File: src/psd_regs.svh
// register offsets, field positions and reset values for the scan/dwell/tx level block
// assumes byte-addressed axi4-lite, one 32-bit word per register
`ifndef PSD_REGS_SVH
`define PSD_REGS_SVH

// register indices; the bus byte address of each register is four times its index
`define PSD_IDX_TXLVL 10'h003
`define PSD_IDX_PSEL 10'h004
`define PSD_IDX_DWLO 10'h005
`define PSD_IDX_DWSEL 10'h006

`define PSD_OFF_TXLVL 12'h00c
`define PSD_OFF_PSEL 12'h010
`define PSD_OFF_DWLO 12'h014
`define PSD_OFF_DWSEL 12'h018
`define PSD_TXLVL_RST 4'h7
`define PSD_TXLVL_CEIL 4'hd
`define PSD_TXLVL_CLIP 4'he
`define PSD_MASK_RST 4'hf
`define PSD_DWHI_RST 4'h0
`define PSD_DWLO_RST 8'h52
`define PSD_DWSEL_RST 2'h1
`define PSD_DWSEL_USER 2'h3
`define PSD_DWHI_LSB 4
`define PSD_RESP_OKAY 2'h0
`define PSD_RESP_SLVERR 2'h2

`endif

File: src/psd_pkg.sv
// types shared by the scan/dwell/tx level configuration block
// assumes psd_regs.svh supplies the numbers
package psd_pkg;
    typedef struct packed {
        logic [3:0] tx_level_code;
        logic [3:0] scan_include;
        logic [11:0] dwell_multiplier_low;
        logic [1:0] dwell_sel;
        logic tx_clip_warn;
    } psd_cfg_s;

    typedef struct packed {
        logic [11:0] addr;
        logic [31:0] data;
        logic [3:0] strb;
    } psd_wr_s;
endpackage : psd_pkg

File: src/psd_cfg.sv
// axi4-lite register slice: tx level code, scan port masks, 12-bit user dwell multiplier
// assumes one clock, synchronous active-high reset, a scan engine driving port_arrive and consuming cfg
//
// Contract
// - 4-bit tx level code, 0x0 lowest
// - tx level code resets to 0x7
// - codes 0xE, 0xF above ceiling; 0xE clips
// - dwell bits 11:8 at bits 7:4
// - per-port mask bit, 1 keeps port
// - dwell bits 7:0 reset to 0x52
// - dwell select 0x3 uses user multiplier
//
// Register access over AXI4-Lite was chosen for this implementation.
`timescale 1ns/1ps
`include "psd_regs.svh"

module psd_cfg (
    input wire logic clk,
    input wire logic rst,
    input wire logic [11:0] s_axi_awaddr,
    input wire logic s_axi_awvalid,
    output logic s_axi_awready,
    input wire logic [31:0] s_axi_wdata,
    input wire logic [3:0] s_axi_wstrb,
    input wire logic s_axi_wvalid,
    output logic s_axi_wready,
    output logic [1:0] s_axi_bresp,
    output logic s_axi_bvalid,
    input wire logic s_axi_bready,
    input wire logic [11:0] s_axi_araddr,
    input wire logic s_axi_arvalid,
    output logic s_axi_arready,
    output logic [31:0] s_axi_rdata,
    output logic [1:0] s_axi_rresp,
    output logic s_axi_rvalid,
    input wire logic s_axi_rready,
    input wire logic port_arrive,
    output psd_pkg::psd_cfg_s cfg,
    output logic [11:0] port_dwell_bits
);
    import psd_pkg::*;

    ////////////////////////////////////////////////////////////////////////////
    // write channel capture
    logic aw_ok_ff, nxt_aw_ok;
    logic w_ok_ff, nxt_w_ok;
    logic [11:0] awaddr_ff, nxt_awaddr;
    logic [31:0] wdata_ff, nxt_wdata;
    logic [3:0] wstrb_ff, nxt_wstrb;
    logic bvalid_ff, nxt_bvalid;
    logic [1:0] bresp_ff, nxt_bresp;
    logic awready_ff, nxt_awready;
    logic wready_ff, nxt_wready;
    logic do_wr;
    psd_wr_s wr;

    // address and data may come in either order; the response waits for both
    always_comb begin
        nxt_aw_ok = aw_ok_ff;
        nxt_w_ok = w_ok_ff;
        nxt_awaddr = awaddr_ff;
        nxt_wdata = wdata_ff;
        nxt_wstrb = wstrb_ff;
        nxt_bvalid = bvalid_ff;
        nxt_bresp = bresp_ff;
        do_wr = 1'b0;
        if (s_axi_awvalid && !aw_ok_ff && !bvalid_ff) begin
            nxt_aw_ok = 1'b1;
            nxt_awaddr = s_axi_awaddr;
        end
        if (s_axi_wvalid && !w_ok_ff && !bvalid_ff) begin
            nxt_w_ok = 1'b1;
            nxt_wdata = s_axi_wdata;
            nxt_wstrb = s_axi_wstrb;
        end
        if (aw_ok_ff && w_ok_ff) begin
            do_wr = 1'b1;
            nxt_aw_ok = 1'b0;
            nxt_w_ok = 1'b0;
            nxt_bvalid = 1'b1;
            case (awaddr_ff)
                `PSD_OFF_TXLVL, `PSD_OFF_PSEL, `PSD_OFF_DWLO, `PSD_OFF_DWSEL: nxt_bresp = `PSD_RESP_OKAY;
                default: nxt_bresp = `PSD_RESP_SLVERR;
            endcase
        end
        if (bvalid_ff && s_axi_bready) begin
            nxt_bvalid = 1'b0;
        end
        // readies are registered so the bus sees them straight from flops
        nxt_awready = !nxt_aw_ok && !nxt_bvalid;
        nxt_wready = !nxt_w_ok && !nxt_bvalid;
    end

    always_ff @(posedge clk) begin
        if (rst) begin
            aw_ok_ff <= 1'b0;
            w_ok_ff <= 1'b0;
            awaddr_ff <= 12'h000;
            wdata_ff <= 32'h0000_0000;
            wstrb_ff <= 4'h0;
            bvalid_ff <= 1'b0;
            bresp_ff <= `PSD_RESP_OKAY;
            awready_ff <= 1'b1;
            wready_ff <= 1'b1;
        end else begin
            aw_ok_ff <= nxt_aw_ok;
            awready_ff <= nxt_awready;
            wready_ff <= nxt_wready;
            w_ok_ff <= nxt_w_ok;
            awaddr_ff <= nxt_awaddr;
            wdata_ff <= nxt_wdata;
            wstrb_ff <= nxt_wstrb;
            bvalid_ff <= nxt_bvalid;
            bresp_ff <= nxt_bresp;
        end
    end

    assign wr = '{addr: awaddr_ff, data: wdata_ff, strb: wstrb_ff};
    assign s_axi_awready = awready_ff;
    assign s_axi_wready = wready_ff;
    assign s_axi_bvalid = bvalid_ff;
    assign s_axi_bresp = bresp_ff;

    ////////////////////////////////////////////////////////////////////////////
    // configuration registers; only byte lane 0 carries data
    logic [3:0] tx_level_code_ff, nxt_tx_level_code;
    logic [3:0] scan_include_ff, nxt_scan_include;
    logic [3:0] dwell_hi_ff, nxt_dwell_hi;
    logic [7:0] dwell_lo_ff, nxt_dwell_lo;
    logic [1:0] dwell_sel_ff, nxt_dwell_sel;
    logic lane0;

    always_comb begin
        lane0 = do_wr && wr.strb[0];
        nxt_tx_level_code = tx_level_code_ff;
        nxt_scan_include = scan_include_ff;
        nxt_dwell_hi = dwell_hi_ff;
        nxt_dwell_lo = dwell_lo_ff;
        nxt_dwell_sel = dwell_sel_ff;
        if (lane0) begin
            case (wr.addr)
                `PSD_OFF_TXLVL: nxt_tx_level_code = wr.data[3:0];
                `PSD_OFF_PSEL: begin
                    nxt_dwell_hi = wr.data[7:4];
                    nxt_scan_include = wr.data[3:0];
                end
                `PSD_OFF_DWLO: nxt_dwell_lo = wr.data[7:0];
                `PSD_OFF_DWSEL: nxt_dwell_sel = wr.data[1:0];
                default: ;
            endcase
        end
    end

    always_ff @(posedge clk) begin
        if (rst) begin
            tx_level_code_ff <= `PSD_TXLVL_RST;
            scan_include_ff <= `PSD_MASK_RST;
            dwell_hi_ff <= `PSD_DWHI_RST;
            dwell_lo_ff <= `PSD_DWLO_RST;
            dwell_sel_ff <= `PSD_DWSEL_RST;
        end else begin
            tx_level_code_ff <= nxt_tx_level_code;
            scan_include_ff <= nxt_scan_include;
            dwell_hi_ff <= nxt_dwell_hi;
            dwell_lo_ff <= nxt_dwell_lo;
            dwell_sel_ff <= nxt_dwell_sel;
        end
    end

    ////////////////////////////////////////////////////////////////////////////
    // outputs to the scan engine and transmitter, all registered
    psd_cfg_s cfg_ff, nxt_cfg;
    logic [11:0] port_dwell_ff, nxt_port_dwell;

    // the value is latched at port arrival so a mid-dwell write cannot stretch the current port
    always_comb begin
        nxt_cfg.tx_level_code = nxt_tx_level_code;
        nxt_cfg.scan_include = nxt_scan_include;
        nxt_cfg.dwell_multiplier_low = {nxt_dwell_hi, nxt_dwell_lo};
        nxt_cfg.dwell_sel = nxt_dwell_sel;
        nxt_cfg.tx_clip_warn = (nxt_tx_level_code == `PSD_TXLVL_CLIP);
        nxt_port_dwell = port_dwell_ff;
        if (port_arrive && dwell_sel_ff == `PSD_DWSEL_USER) begin
            nxt_port_dwell = {dwell_hi_ff, dwell_lo_ff};
        end
    end

    always_ff @(posedge clk) begin
        if (rst) begin
            cfg_ff <= '{tx_level_code: `PSD_TXLVL_RST, scan_include: `PSD_MASK_RST,
                        dwell_multiplier_low: {`PSD_DWHI_RST, `PSD_DWLO_RST}, dwell_sel: `PSD_DWSEL_RST,
                        tx_clip_warn: 1'b0};
            port_dwell_ff <= {`PSD_DWHI_RST, `PSD_DWLO_RST};
        end else begin
            cfg_ff <= nxt_cfg;
            port_dwell_ff <= nxt_port_dwell;
        end
    end

    assign cfg = cfg_ff;
    assign port_dwell_bits = port_dwell_ff;

    ////////////////////////////////////////////////////////////////////////////
    // read channel, one cycle after the address is taken
    logic rvalid_ff, nxt_rvalid;
    logic [31:0] rdata_ff, nxt_rdata;
    logic [1:0] rresp_ff, nxt_rresp;
    logic arready_ff, nxt_arready;

    always_comb begin
        nxt_rvalid = rvalid_ff;
        nxt_rdata = rdata_ff;
        nxt_rresp = rresp_ff;
        if (rvalid_ff && s_axi_rready) begin
            nxt_rvalid = 1'b0;
        end
        if (s_axi_arvalid && !rvalid_ff) begin
            nxt_rvalid = 1'b1;
            nxt_rresp = `PSD_RESP_OKAY;
            case (s_axi_araddr)
                `PSD_OFF_TXLVL: nxt_rdata = {28'h0000000, tx_level_code_ff};
                `PSD_OFF_PSEL: nxt_rdata = {24'h000000, dwell_hi_ff, scan_include_ff};
                `PSD_OFF_DWLO: nxt_rdata = {24'h000000, dwell_lo_ff};
                `PSD_OFF_DWSEL: nxt_rdata = {30'h00000000, dwell_sel_ff};
                default: begin
                    nxt_rdata = 32'h0000_0000;
                    nxt_rresp = `PSD_RESP_SLVERR;
                end
            endcase
        end
        nxt_arready = !nxt_rvalid;
    end

    always_ff @(posedge clk) begin
        if (rst) begin
            rvalid_ff <= 1'b0;
            rdata_ff <= 32'h0000_0000;
            rresp_ff <= `PSD_RESP_OKAY;
            arready_ff <= 1'b1;
        end else begin
            rvalid_ff <= nxt_rvalid;
            arready_ff <= nxt_arready;
            rdata_ff <= nxt_rdata;
            rresp_ff <= nxt_rresp;
        end
    end

    assign s_axi_arready = arready_ff;
    assign s_axi_rvalid = rvalid_ff;
    assign s_axi_rdata = rdata_ff;
    assign s_axi_rresp = rresp_ff;
endmodule : psd_cfg

File: config.mk
export PLATFORM = sky130hd
export DESIGN_NAME = psd_cfg
export DESIGN_NICKNAME = d
export VERILOG_FILES = /design/src/psd_pkg.sv /design/src/psd_cfg.sv
export VERILOG_INCLUDE_DIRS = /design/src
export SDC_FILE = /design/constraint.sdc
export NUM_CORES = 1
export LEC_CHECK = 0
export BUFFER_PORTS_ARGS = -buffer_cell sky130_fd_sc_hd__buf_2
export CAP_MARGIN = 20
export CORE_UTILIZATION = 35
export CTS_BUF_LIST = sky130_fd_sc_hd__clkbuf_8
export CTS_CLUSTER_SIZE = 10
export DETAILED_ROUTE_END_ITERATION = 16
export GPL_TIMING_DRIVEN = 0
export PLACE_DENSITY = 0.71
export SKIP_LAST_GASP = 1
export SYNTH_ARGS = -nofsm -noshare
export SYNTH_HDL_FRONTEND = slang
export SYNTH_SLANG_ARGS = --single-unit
File: constraint.sdc
create_clock -name clk -period 6.1 [get_ports clk]
set_clock_uncertainty 0.05 [all_clocks]
set_input_delay 0.61 -clock clk [delete_from_list [all_inputs] [get_ports clk]]
set_output_delay 0.61 -clock clk [all_outputs]
set_load 0.02 [all_outputs]
==> reports/summary.txt, run 1 <==
post-synthesis sequential area ratio - 47.7%
area added between synthesis and finish - 28.5%
total design power - 990 uW
startpoint of the most critical hold path - port_dwell_bits[10]
family with the most delay on the worst path - simple AND/OR/NAND/NOR gates
maximum number of pins on one net before global-route repair - 13
Synth Area in Simple Gates - 20.8%
flop-to-flop setup slack - 3810 ps
pwr dens - 252 nW/um2
# nets final - 531
via total after detailed routing - 2603
worst hold path stage count - 2
flops & latches, synth - 73
average vias per placed instance - 4.54
flip-flop cell with the highest count after synthesis - sky130_fd_sc_hd__dfxtp_1
utilization after layout - 47.2%
First DRT Iteration DRCs - 91
synthesized instance count - 337
share of synthesized registers carrying an async set or reset - 0%
initial core utilization - 36.7%
count of antenna-violating nets left after detailed routing - 0
worst slack after detailed placement - 3840 ps
clock tree sinks - 73
width of the chip - 95.6 um
launching point of the worst reg2reg path - awaddr_ff[1]
Worst Path Required - 6270 ps
number of port buffers - 90
number of CTS-inserted buffers - 9
clock tree from TritonCTS - built
arrival time at the worst endpoint - 2460 ps
transition at the pin with the smallest max-transition slack - 840 ps
Routability Congestion - 0.778
row cnt - 33
Die ar. - 9130 um2
Worst Setup End Kind - register
complex-gate fraction of the synthesized area - 10.2%
distinct cell type count after synthesis - 42
smallest setup slack after layout - 3810 ps
final period demand of the worst path - 2290 ps
io pins - 144
top library cells by usage in the layout, fill and taps aside - sky130_fd_sc_hd__buf_2 (90), sky130_fd_sc_hd__dfxtp_1 (73), sky130_fd_sc_hd__nand2_1 (65), sky130_fd_sc_hd__nor2_1 (35), sky130_fd_sc_hd__mux2i_1 (33)
period utilization - 37.5%
number of search-and-repair iterations in the first detailed-routing pass - 4
count of flip-flops with a built-in enable after synthesis - 0
HPWL after detailed placement - 5600 um
drt total wl - 7280 um
launching element type of the critical path - register
Worst Path Class, Setup - register to register
share of synthesized area spent on multiplexers - 11.6%
Avg Synthesized Cell Area - 9.09 um2
critical path buffer and inverter count - 0
max-slew violations - 0
All-Layer GR Usage - 16.5%
max-cap violation count - 0
Hold Path Sink - port_dwell_bits[10]
slowest stage cell on the critical path - sky130_fd_sc_hd__nor4_4
Post-Synth XOR/XNOR Area - 0.286%
cells along the critical path - or4_1 > nor4_4 > mux2i_1 > nand2_1
yosys synthesis warning count - 0
number of cells traversed by the worst register-to-register path - 4
tightest hold margin - 409 ps
classification of the worst-slack hold path - register to register
slowest stage delay, CP - 790 ps
RSZ-0062 raised after global routing - false
Max H-tree Level - 3
maximum ir drop on the vdd rail - 0.139 mV
Leakage Power - 0.00179 uW
setup repair bufs after CTS - 0
result of the run - complete, no violations
endpoint of the most critical register-to-register path - dwell_lo_ff[1]
share of cells above drive strength 1 - 29.7%
Max Fclk - 437 MHz
Mapped Area - 3060 um2
Antenna Cells - 0
number of antenna violations at the first check in global routing - 0
core area - 8340 um2
GRT Residual Overflow - 0
DRC violation count after routing - 0
number of global-route vias before repair - 2307
Worst-path clk slew - 80 ps
largest fanout on the critical path - 8
final setup violation count - 0
Sum Neg Setup Slack - 0 ps
slew margin rel. - 43.6%
final hold violations - 0
arithmetic-cell share of the synthesized area counting full adders, half adders and majority gates - 0%
main combinational cell family by area after synthesis - simple AND/OR/NAND/NOR gates
Max Root-Sink Buffers - 2
hold_buf cts - 0
routed wirelength normalized by instance count - 12.7 um
CTS Root Buffer Type - sky130_fd_sc_hd__clkbuf_8
# resized after CTS - 0
wire length of the first global-routing pass - 11200 um
worst skew pair latency - 350 ps
leading cell type in the layout, fill and taps excluded - sky130_fd_sc_hd__buf_2
Die Y - 95.6 um
==> cells in the mapped netlist (all sizes together) (3+ instances only) <==
master,number,area (um2)
dfxtp,73,1460
nand2,65,244
nor2,36,138
mux2i,33,330
buf,31,229
a21oi,28,140
a22o,10,87.6
clkbuf,9,33.8
inv,6,22.5
nand3,4,20.0
nand4b,4,35.0
nor4,4,55.1
o211ai,3,22.5
or4,3,30.0
==> final cells by class <==
cell class                 count  area [um2]
buffer                        40         263
tap                          105         131
clock buffer                  10         138
clock inverter                 6        60.1
fill                         847        4400
multi-input combinational    243        1410
timing repair buffer          90         450
sequential                    73        1460
inverter                       6        22.5
==> metal layers <==
metal | track usage [%] | vias to the layer above | share of wire (%) | wire, um
met5 | 0 | - | 0 | 0
met4 | 5.60 | 0 | 1.2 | 91
met3 | 5.58 | 8 | 7.9 | 573
met2 | 27.2 | 100 | 46 | 3320
met1 | 20.1 | 1147 | 45 | 3290
li1 | - | 1348 | - | -
==> registers in the layout, indices dropped and copies added (netlist names), 4 cells and up <==
signal and cells:
awaddr_ff 12, cfg 12, dwell_hi_ff 4, dwell_lo_ff 7, port_dwell_bits 12, s_axi_rdata 8
wdata_ff 8
==> logic make-up after synthesis <==
logic type | count (synthesis)
and+or+nand+nor | 132
other | 1
DFF | 73
muxes | 35
AOI/OAI and AO/OA | 49
buffers and inverters | 46
xor gates and xnor gates | 1
==> stage by stage <==
step / std cells / area [um2]
after floorplan: 362 / 3160
after global placement: 557 / 3740
after detailed placement: 557 / 3740
after CTS: 573 / 3940
after global routing: 573 / 3940
final: 573 / 3940
==> where the power goes <==
group | internal, uW | switching (uW)
logic | 47.6 | 64.4
clock network | 198 | 177
registers | 491 | 12.3
==> tightest hold or removal path, stage by stage (launching register included) <==
cell and delay (ps):
sky130_fd_sc_hd__dfxtp_1 310, sky130_fd_sc_hd__nand2_1 50, sky130_fd_sc_hd__a21oi_1 50
==> how the worst max path moves through the flow <==
stage,from,endpoint,slack (ps),cells past startpoint
final,awaddr_ff[1],dwell_lo_ff[1],3810,4
after global routing,awaddr_ff[1],dwell_lo_ff[5],3720,4
after CTS,awaddr_ff[1],dwell_lo_ff[1],3820,4
after detailed placement,s_axi_wvalid,wdata_ff[6],3840,5
after global placement,awaddr_ff[1],dwell_lo_ff[5],3850,4
after floorplan,awaddr_ff[8],cfg[0],4020,6
Note: power is estimated with default switching activity, not from simulation.
==> run 2, diff against run 1 <==
Settings changed: PLACE_DENSITY 0.71 to 0.73.
Clock period 6.1 ns to 1.99 ns, I/O delays scaled along.
==> run 2 against run 1 <==
  * Critical path depth unchanged
  * Non-clock buffer count increased by 3
  * Register-to-register slack got worse by 3800 ps
  * Clock power increased to 3.4 times the previous value
  * Die area unchanged
  * Final cell count increased by 0.52%
  * Via count unchanged
  * Utilization increased by 0.93 points
  * Global-route usage increased by 0.17 points
  * Critical path type unchanged
  * Flip-flop and latch count unchanged
==> reports/summary.txt, run 2 (synthesis gave the netlist of run 1 again) <==
non-filler cells, final - 576
final period demand of the worst path - 1980 ps
Sum Neg Setup Slack - 0 ps
Worst Path Required - 2230 ps
Cell Count Post-Placement - 557
io pins - 144
maximum ir drop on the vdd rail - 0.450 mV
Max Fclk - 504 MHz
initial core utilization - 36.7%
final hold violations - 0
family with the most delay on the worst path - simple AND/OR/NAND/NOR gates
Max H-tree Level - 3
flop-to-flop setup slack - 7 ps
endpoint of the most critical register-to-register path - cfg[0]
number of global-route vias before repair - 2311
number of CTS-inserted buffers - 9
Leakage Power - 0.00183 uW
result of the run - complete, no violations
pwr dens - 789 nW/um2
slowest stage delay, CP - 580 ps
HPWL after detailed placement - 5620 um
Worst path depth - 4
Max Root-Sink Buffers - 2
Worst-path clk slew - 80 ps
GRT Residual Overflow - 0
largest fanout on the critical path - 8
final setup violation count - 0
count of antenna-violating nets left after detailed routing - 0
Routability Congestion - 0.810
All-Layer GR Usage - 16.7%
critical path buffer and inverter count - 0
Filler cells - 848
slowest stage cell on the critical path - sky130_fd_sc_hd__or4_4
RSZ-0062 raised after global routing - true
row cnt - 33
hold_buf cts - 0
core area - 8340 um2
leading cell type in the layout, fill and taps excluded - sky130_fd_sc_hd__buf_2
max-slew violations - 0
area added between synthesis and finish - 31.0%
width of the chip - 95.6 um
maximum number of pins on one net before global-route repair - 13
average vias per placed instance - 4.52
Antenna Cells - 0
share of cells above drive strength 1 - 31.6%
Worst Setup EP - cfg[0]
Worst Setup End Kind - register
worst setup path startpoint - awaddr_ff[11]
clock tree from TritonCTS - built
worst skew pair latency - 340 ps
top library cells by usage in the layout, fill and taps aside - sky130_fd_sc_hd__buf_2 (90), sky130_fd_sc_hd__dfxtp_1 (71), sky130_fd_sc_hd__nand2_1 (65), sky130_fd_sc_hd__nor2_1 (35), sky130_fd_sc_hd__mux2i_1 (33)
drt total wl - 7330 um
DRC violation count after routing - 0
Die Y - 95.6 um
Worst Path Class, Setup - register to register
startpoint of the most critical hold path - s_axi_awaddr[11]
arrival time at the worst endpoint - 2220 ps
number of cells traversed by the worst register-to-register path - 4
clock tree sinks - 73
routed wirelength normalized by instance count - 12.7 um
cell area reported after detailed placement - 3740 um2
launching element type of the critical path - register
dominant cell type by count on the critical path - sky130_fd_sc_hd__or4_4
number of port buffers - 90
max-cap violation count - 0
via total after detailed routing - 2603
cells along the critical path - or4_4 > or4_4 > mux2_4 > nor2_2
fin area - 4020 um2
launching point of the worst reg2reg path - awaddr_ff[11]
transition at the pin with the smallest max-transition slack - 659 ps
First DRT Iteration DRCs - 75
period utilization - 99.6%
number of antenna violations at the first check in global routing - 0
CTS Root Buffer Type - sky130_fd_sc_hd__clkbuf_8
number of search-and-repair iterations in the first detailed-routing pass - 4
wire length of the first global-routing pass - 11400 um
Die ar. - 9130 um2
classification of the worst-slack hold path - input port to register
slew margin rel. - 56.1%
# nets final - 534
## run 2: worst min-delay path by stage
stage / endpoint / slack, ps / cells past startpoint
4_1_cts: awaddr_ff[7] / 20 / 3
3_3_place_gp: wdata_ff[6] / 380 / 3
3_5_place_dp: awaddr_ff[7] / 400 / 3
5_1_grt: awaddr_ff[6] / 20 / 3
2_1_floorplan: awaddr_ff[10] / 280 / 2
6_report: awaddr_ff[11] / 30 / 3
## run 2: layout make-up
| class | instances | area [um2] | area share, % |
|---|---|---|---|
| Sequential cell | 73 | 1470 | 36.5 |
| Multi-Input combinational cell | 243 | 1440 | 35.8 |
| Timing Repair Buffer | 95 | 495 | 12.3 |
| Buffer | 38 | 240 | 5.98 |
| Clock buffer | 10 | 138 | 3.43 |
| Tap cell | 105 | 131 | 3.27 |
| Clock inverter | 6 | 82.6 | 2.06 |
| Inverter | 6 | 22.5 | 0.561 |
## run 2: repair_timing
action                                  CTS  global route
setup buffers                             4             1
endpoints found under the setup margin   20            25
pin swaps                                 3             4
resized for setup                         1             9
hold endpoints to repair                  0             0
## run 2: stage by stage
step                      util (%)  hold WS, ps  setup slack, ps  power (uW)
after floorplan                  -          285            -39.9        1820
after detailed placement      44.8          396             -294        1920
after CTS                     47.8         24.0            -7.95        3190
after global placement        44.8          383             -239        1910
after global routing          48.1         21.5            -49.7        3310
final                         48.1         33.0             7.25        3170
## run 2: worst reg2reg max path, stage by stage, from the launching register on
cell and delay (ps):
sky130_fd_sc_hd__dfxtp_2 320, sky130_fd_sc_hd__or4_4 580, sky130_fd_sc_hd__or4_4 580, sky130_fd_sc_hd__mux2_4 330, sky130_fd_sc_hd__nor2_2 70
## run 2: where the power goes
part	internal, uW	switching (uW)
registers	1500	38.4
logic	149	203
clock network	734	538
## run 2: metal layers
layer	up-vias	routed length [um]	GRT usage [%]
met5	-	0	0
li1	1357	-	-
met4	0	135	7.96
met2	79	3370	26.9
met1	1153	3430	20.9
met3	14	400	3.99
==> run 3, diff against run 2 <==
Settings changed: CTS_BUF_LIST sky130_fd_sc_hd__clkbuf_8 to sky130_fd_sc_hd__clkbuf_4 sky130_fd_sc_hd__clkbuf_8, PLACE_DENSITY 0.73 to 0.71.
Clock period 1.99 ns to 2.5 ns, I/O delays scaled along.
==> run 3 against run 2 <==
  * Utilization down 0.84 points
  * First-iteration DRC count is 9.3% higher
  * Wire length down 1.0%
  * Largest cell class unchanged
  * Highest routed layer unchanged
==> reports/summary.txt, run 3 (synthesis gave the netlist of run 1 again) <==
Die Y - 95.6 um
# nets final - 531
DRC violation count after routing - 0
flop-to-flop setup slack - 220 ps
leading cell type in the layout, fill and taps excluded - sky130_fd_sc_hd__buf_2
top library cells by usage in the layout, fill and taps aside - sky130_fd_sc_hd__buf_2 (90), sky130_fd_sc_hd__dfxtp_1 (73), sky130_fd_sc_hd__nand2_1 (65), sky130_fd_sc_hd__nor2_1 (35), sky130_fd_sc_hd__mux2i_1 (33)
All-Layer GR Usage - 16.6%
share of cells above drive strength 1 - 30.1%
row cnt - 33
width of the chip - 95.6 um
max-cap violation count - 0
pwr dens - 619 nW/um2
final hold violations - 0
result of the run - complete, no violations
final period demand of the worst path - 2280 ps
Worst Setup End Kind - register
Cell Count Post-Placement - 557
maximum ir drop on the vdd rail - 0.340 mV
worst hold path stage count - 3
Worst Path Class, Setup - register to register
HPWL after detailed placement - 5600 um
io pins - 144
clock tree sinks - 73
endpoint of the most critical register-to-register path - dwell_lo_ff[1]
classification of the worst-slack hold path - input port to register
number of search-and-repair iterations in the first detailed-routing pass - 4
number of port buffers - 90
Filler cells - 844
number of antenna violations at the first check in global routing - 0
maximum number of pins on one net before global-route repair - 13
area added between synthesis and finish - 28.7%
worst skew pair latency - 350 ps
Antenna Cells - 0
Worst-path clk slew - 80 ps
routed wirelength normalized by instance count - 12.7 um
launching point of the worst reg2reg path - awaddr_ff[1]
Sum Neg Setup Slack - 0 ps
initial core utilization - 36.7%
number of CTS-inserted buffers - 9
final setup violation count - 0
Leakage Power - 0.00179 uW
transition at the pin with the smallest max-transition slack - 828 ps
Worst Path Required - 2670 ps
Max Fclk - 438 MHz
GRT Residual Overflow - 0
critical path buffer and inverter count - 0
Max H-tree Level - 3
family with the most delay on the worst path - simple AND/OR/NAND/NOR gates
number of global-route vias before repair - 2313
First DRT Iteration DRCs - 82
launching element type of the critical path - register
core area - 8340 um2
hold_buf cts - 0
drt total wl - 7260 um
# resized after CTS - 0
slowest stage delay, CP - 790 ps
slowest stage cell on the critical path - sky130_fd_sc_hd__nor4_4
RSZ-0062 raised after global routing - false
number of cells traversed by the worst register-to-register path - 4
startpoint of the most critical hold path - s_axi_wdata[5]
setup repair bufs after CTS - 0
largest fanout on the critical path - 8
via total after detailed routing - 2609
Routability Congestion - 0.778
wire length of the first global-routing pass - 11200 um
CTS Root Buffer Type - sky130_fd_sc_hd__clkbuf_8
average vias per placed instance - 4.55
slew margin rel. - 44.4%
count of antenna-violating nets left after detailed routing - 0
max-slew violations - 0
cells along the critical path - or4_1 > nor4_4 > mux2i_1 > nand2_1
Hold Path Sink - wdata_ff[5]
period utilization - 91.4%
clock tree from TritonCTS - built
worst slack after detailed placement - 245 ps
non-filler cells, final - 573
Max Root-Sink Buffers - 2
arrival time at the worst endpoint - 2450 ps
smallest setup slack after layout - 216 ps
Die ar. - 9130 um2
## run 3: cell count changes in the layout (fill, tap and decap cells not counted), sizes merged
cell | before | now
clkbuf | 19 | 21
buf | 124 | 121
inv | 7 | 6
bufinv | 2 | 1
## run 3: worst max-delay path by stage
stage	start	endpoint	slack (ps)	cells after the start
after floorplan	awaddr_ff[8]	cfg[0]	420	6
after global placement	awaddr_ff[1]	dwell_lo_ff[5]	250	4
after detailed placement	awaddr_ff[1]	dwell_lo_ff[2]	250	4
after CTS	awaddr_ff[1]	dwell_lo_ff[1]	220	4
after global routing	awaddr_ff[1]	dwell_lo_ff[5]	120	4
final	awaddr_ff[1]	dwell_lo_ff[1]	220	4
## run 3: cell type report
cell class,count,area [um2],area share [%]
plain buffers,40,263,6.66
well taps,105,131,3.33
repair buffers,90,450,11.4
inverters,6,22.5,0.571
clock buffers,12,153,3.87
flip-flops and latches,73,1460,37.0
multi-input cells,243,1410,35.8
clock inverters,4,52.6,1.33
## run 3: where the power goes
| part | internal, uW | switching, uW | total [uW] |
|---|---|---|---|
| Clock | 513 | 430 | 942 |
| Combinational | 116 | 157 | 273 |
| Sequential | 1200 | 30.1 | 1230 |
| Total | 1830 | 617 | 2440 |
## run 3: worst min-delay path: stages
cell,delay [ps]
sky130_fd_sc_hd__buf_2,80
sky130_fd_sc_hd__mux2i_1,50
sky130_fd_sc_hd__nor2_1,70
## run 3: layer usage
metal  track usage, %  up-vias  wire, um
met3             4.63        9       511
li1                 -     1351         -
met5                0        -         0
met4             7.09        0       103
met2             27.2       93      3380
met1             20.3     1156      3270
## run 3: through the flow
stage	util (%)	area, um2	hold WS, ps	total power [uW]
3_3_place_gp	44.8	3740	392	1520
2_1_floorplan	-	3160	336	1450
6_report	47.3	3950	84.8	2440
4_1_cts	47.3	3950	72.9	2470
3_5_place_dp	44.8	3740	397	1530
5_1_grt	47.3	3950	71.5	2560
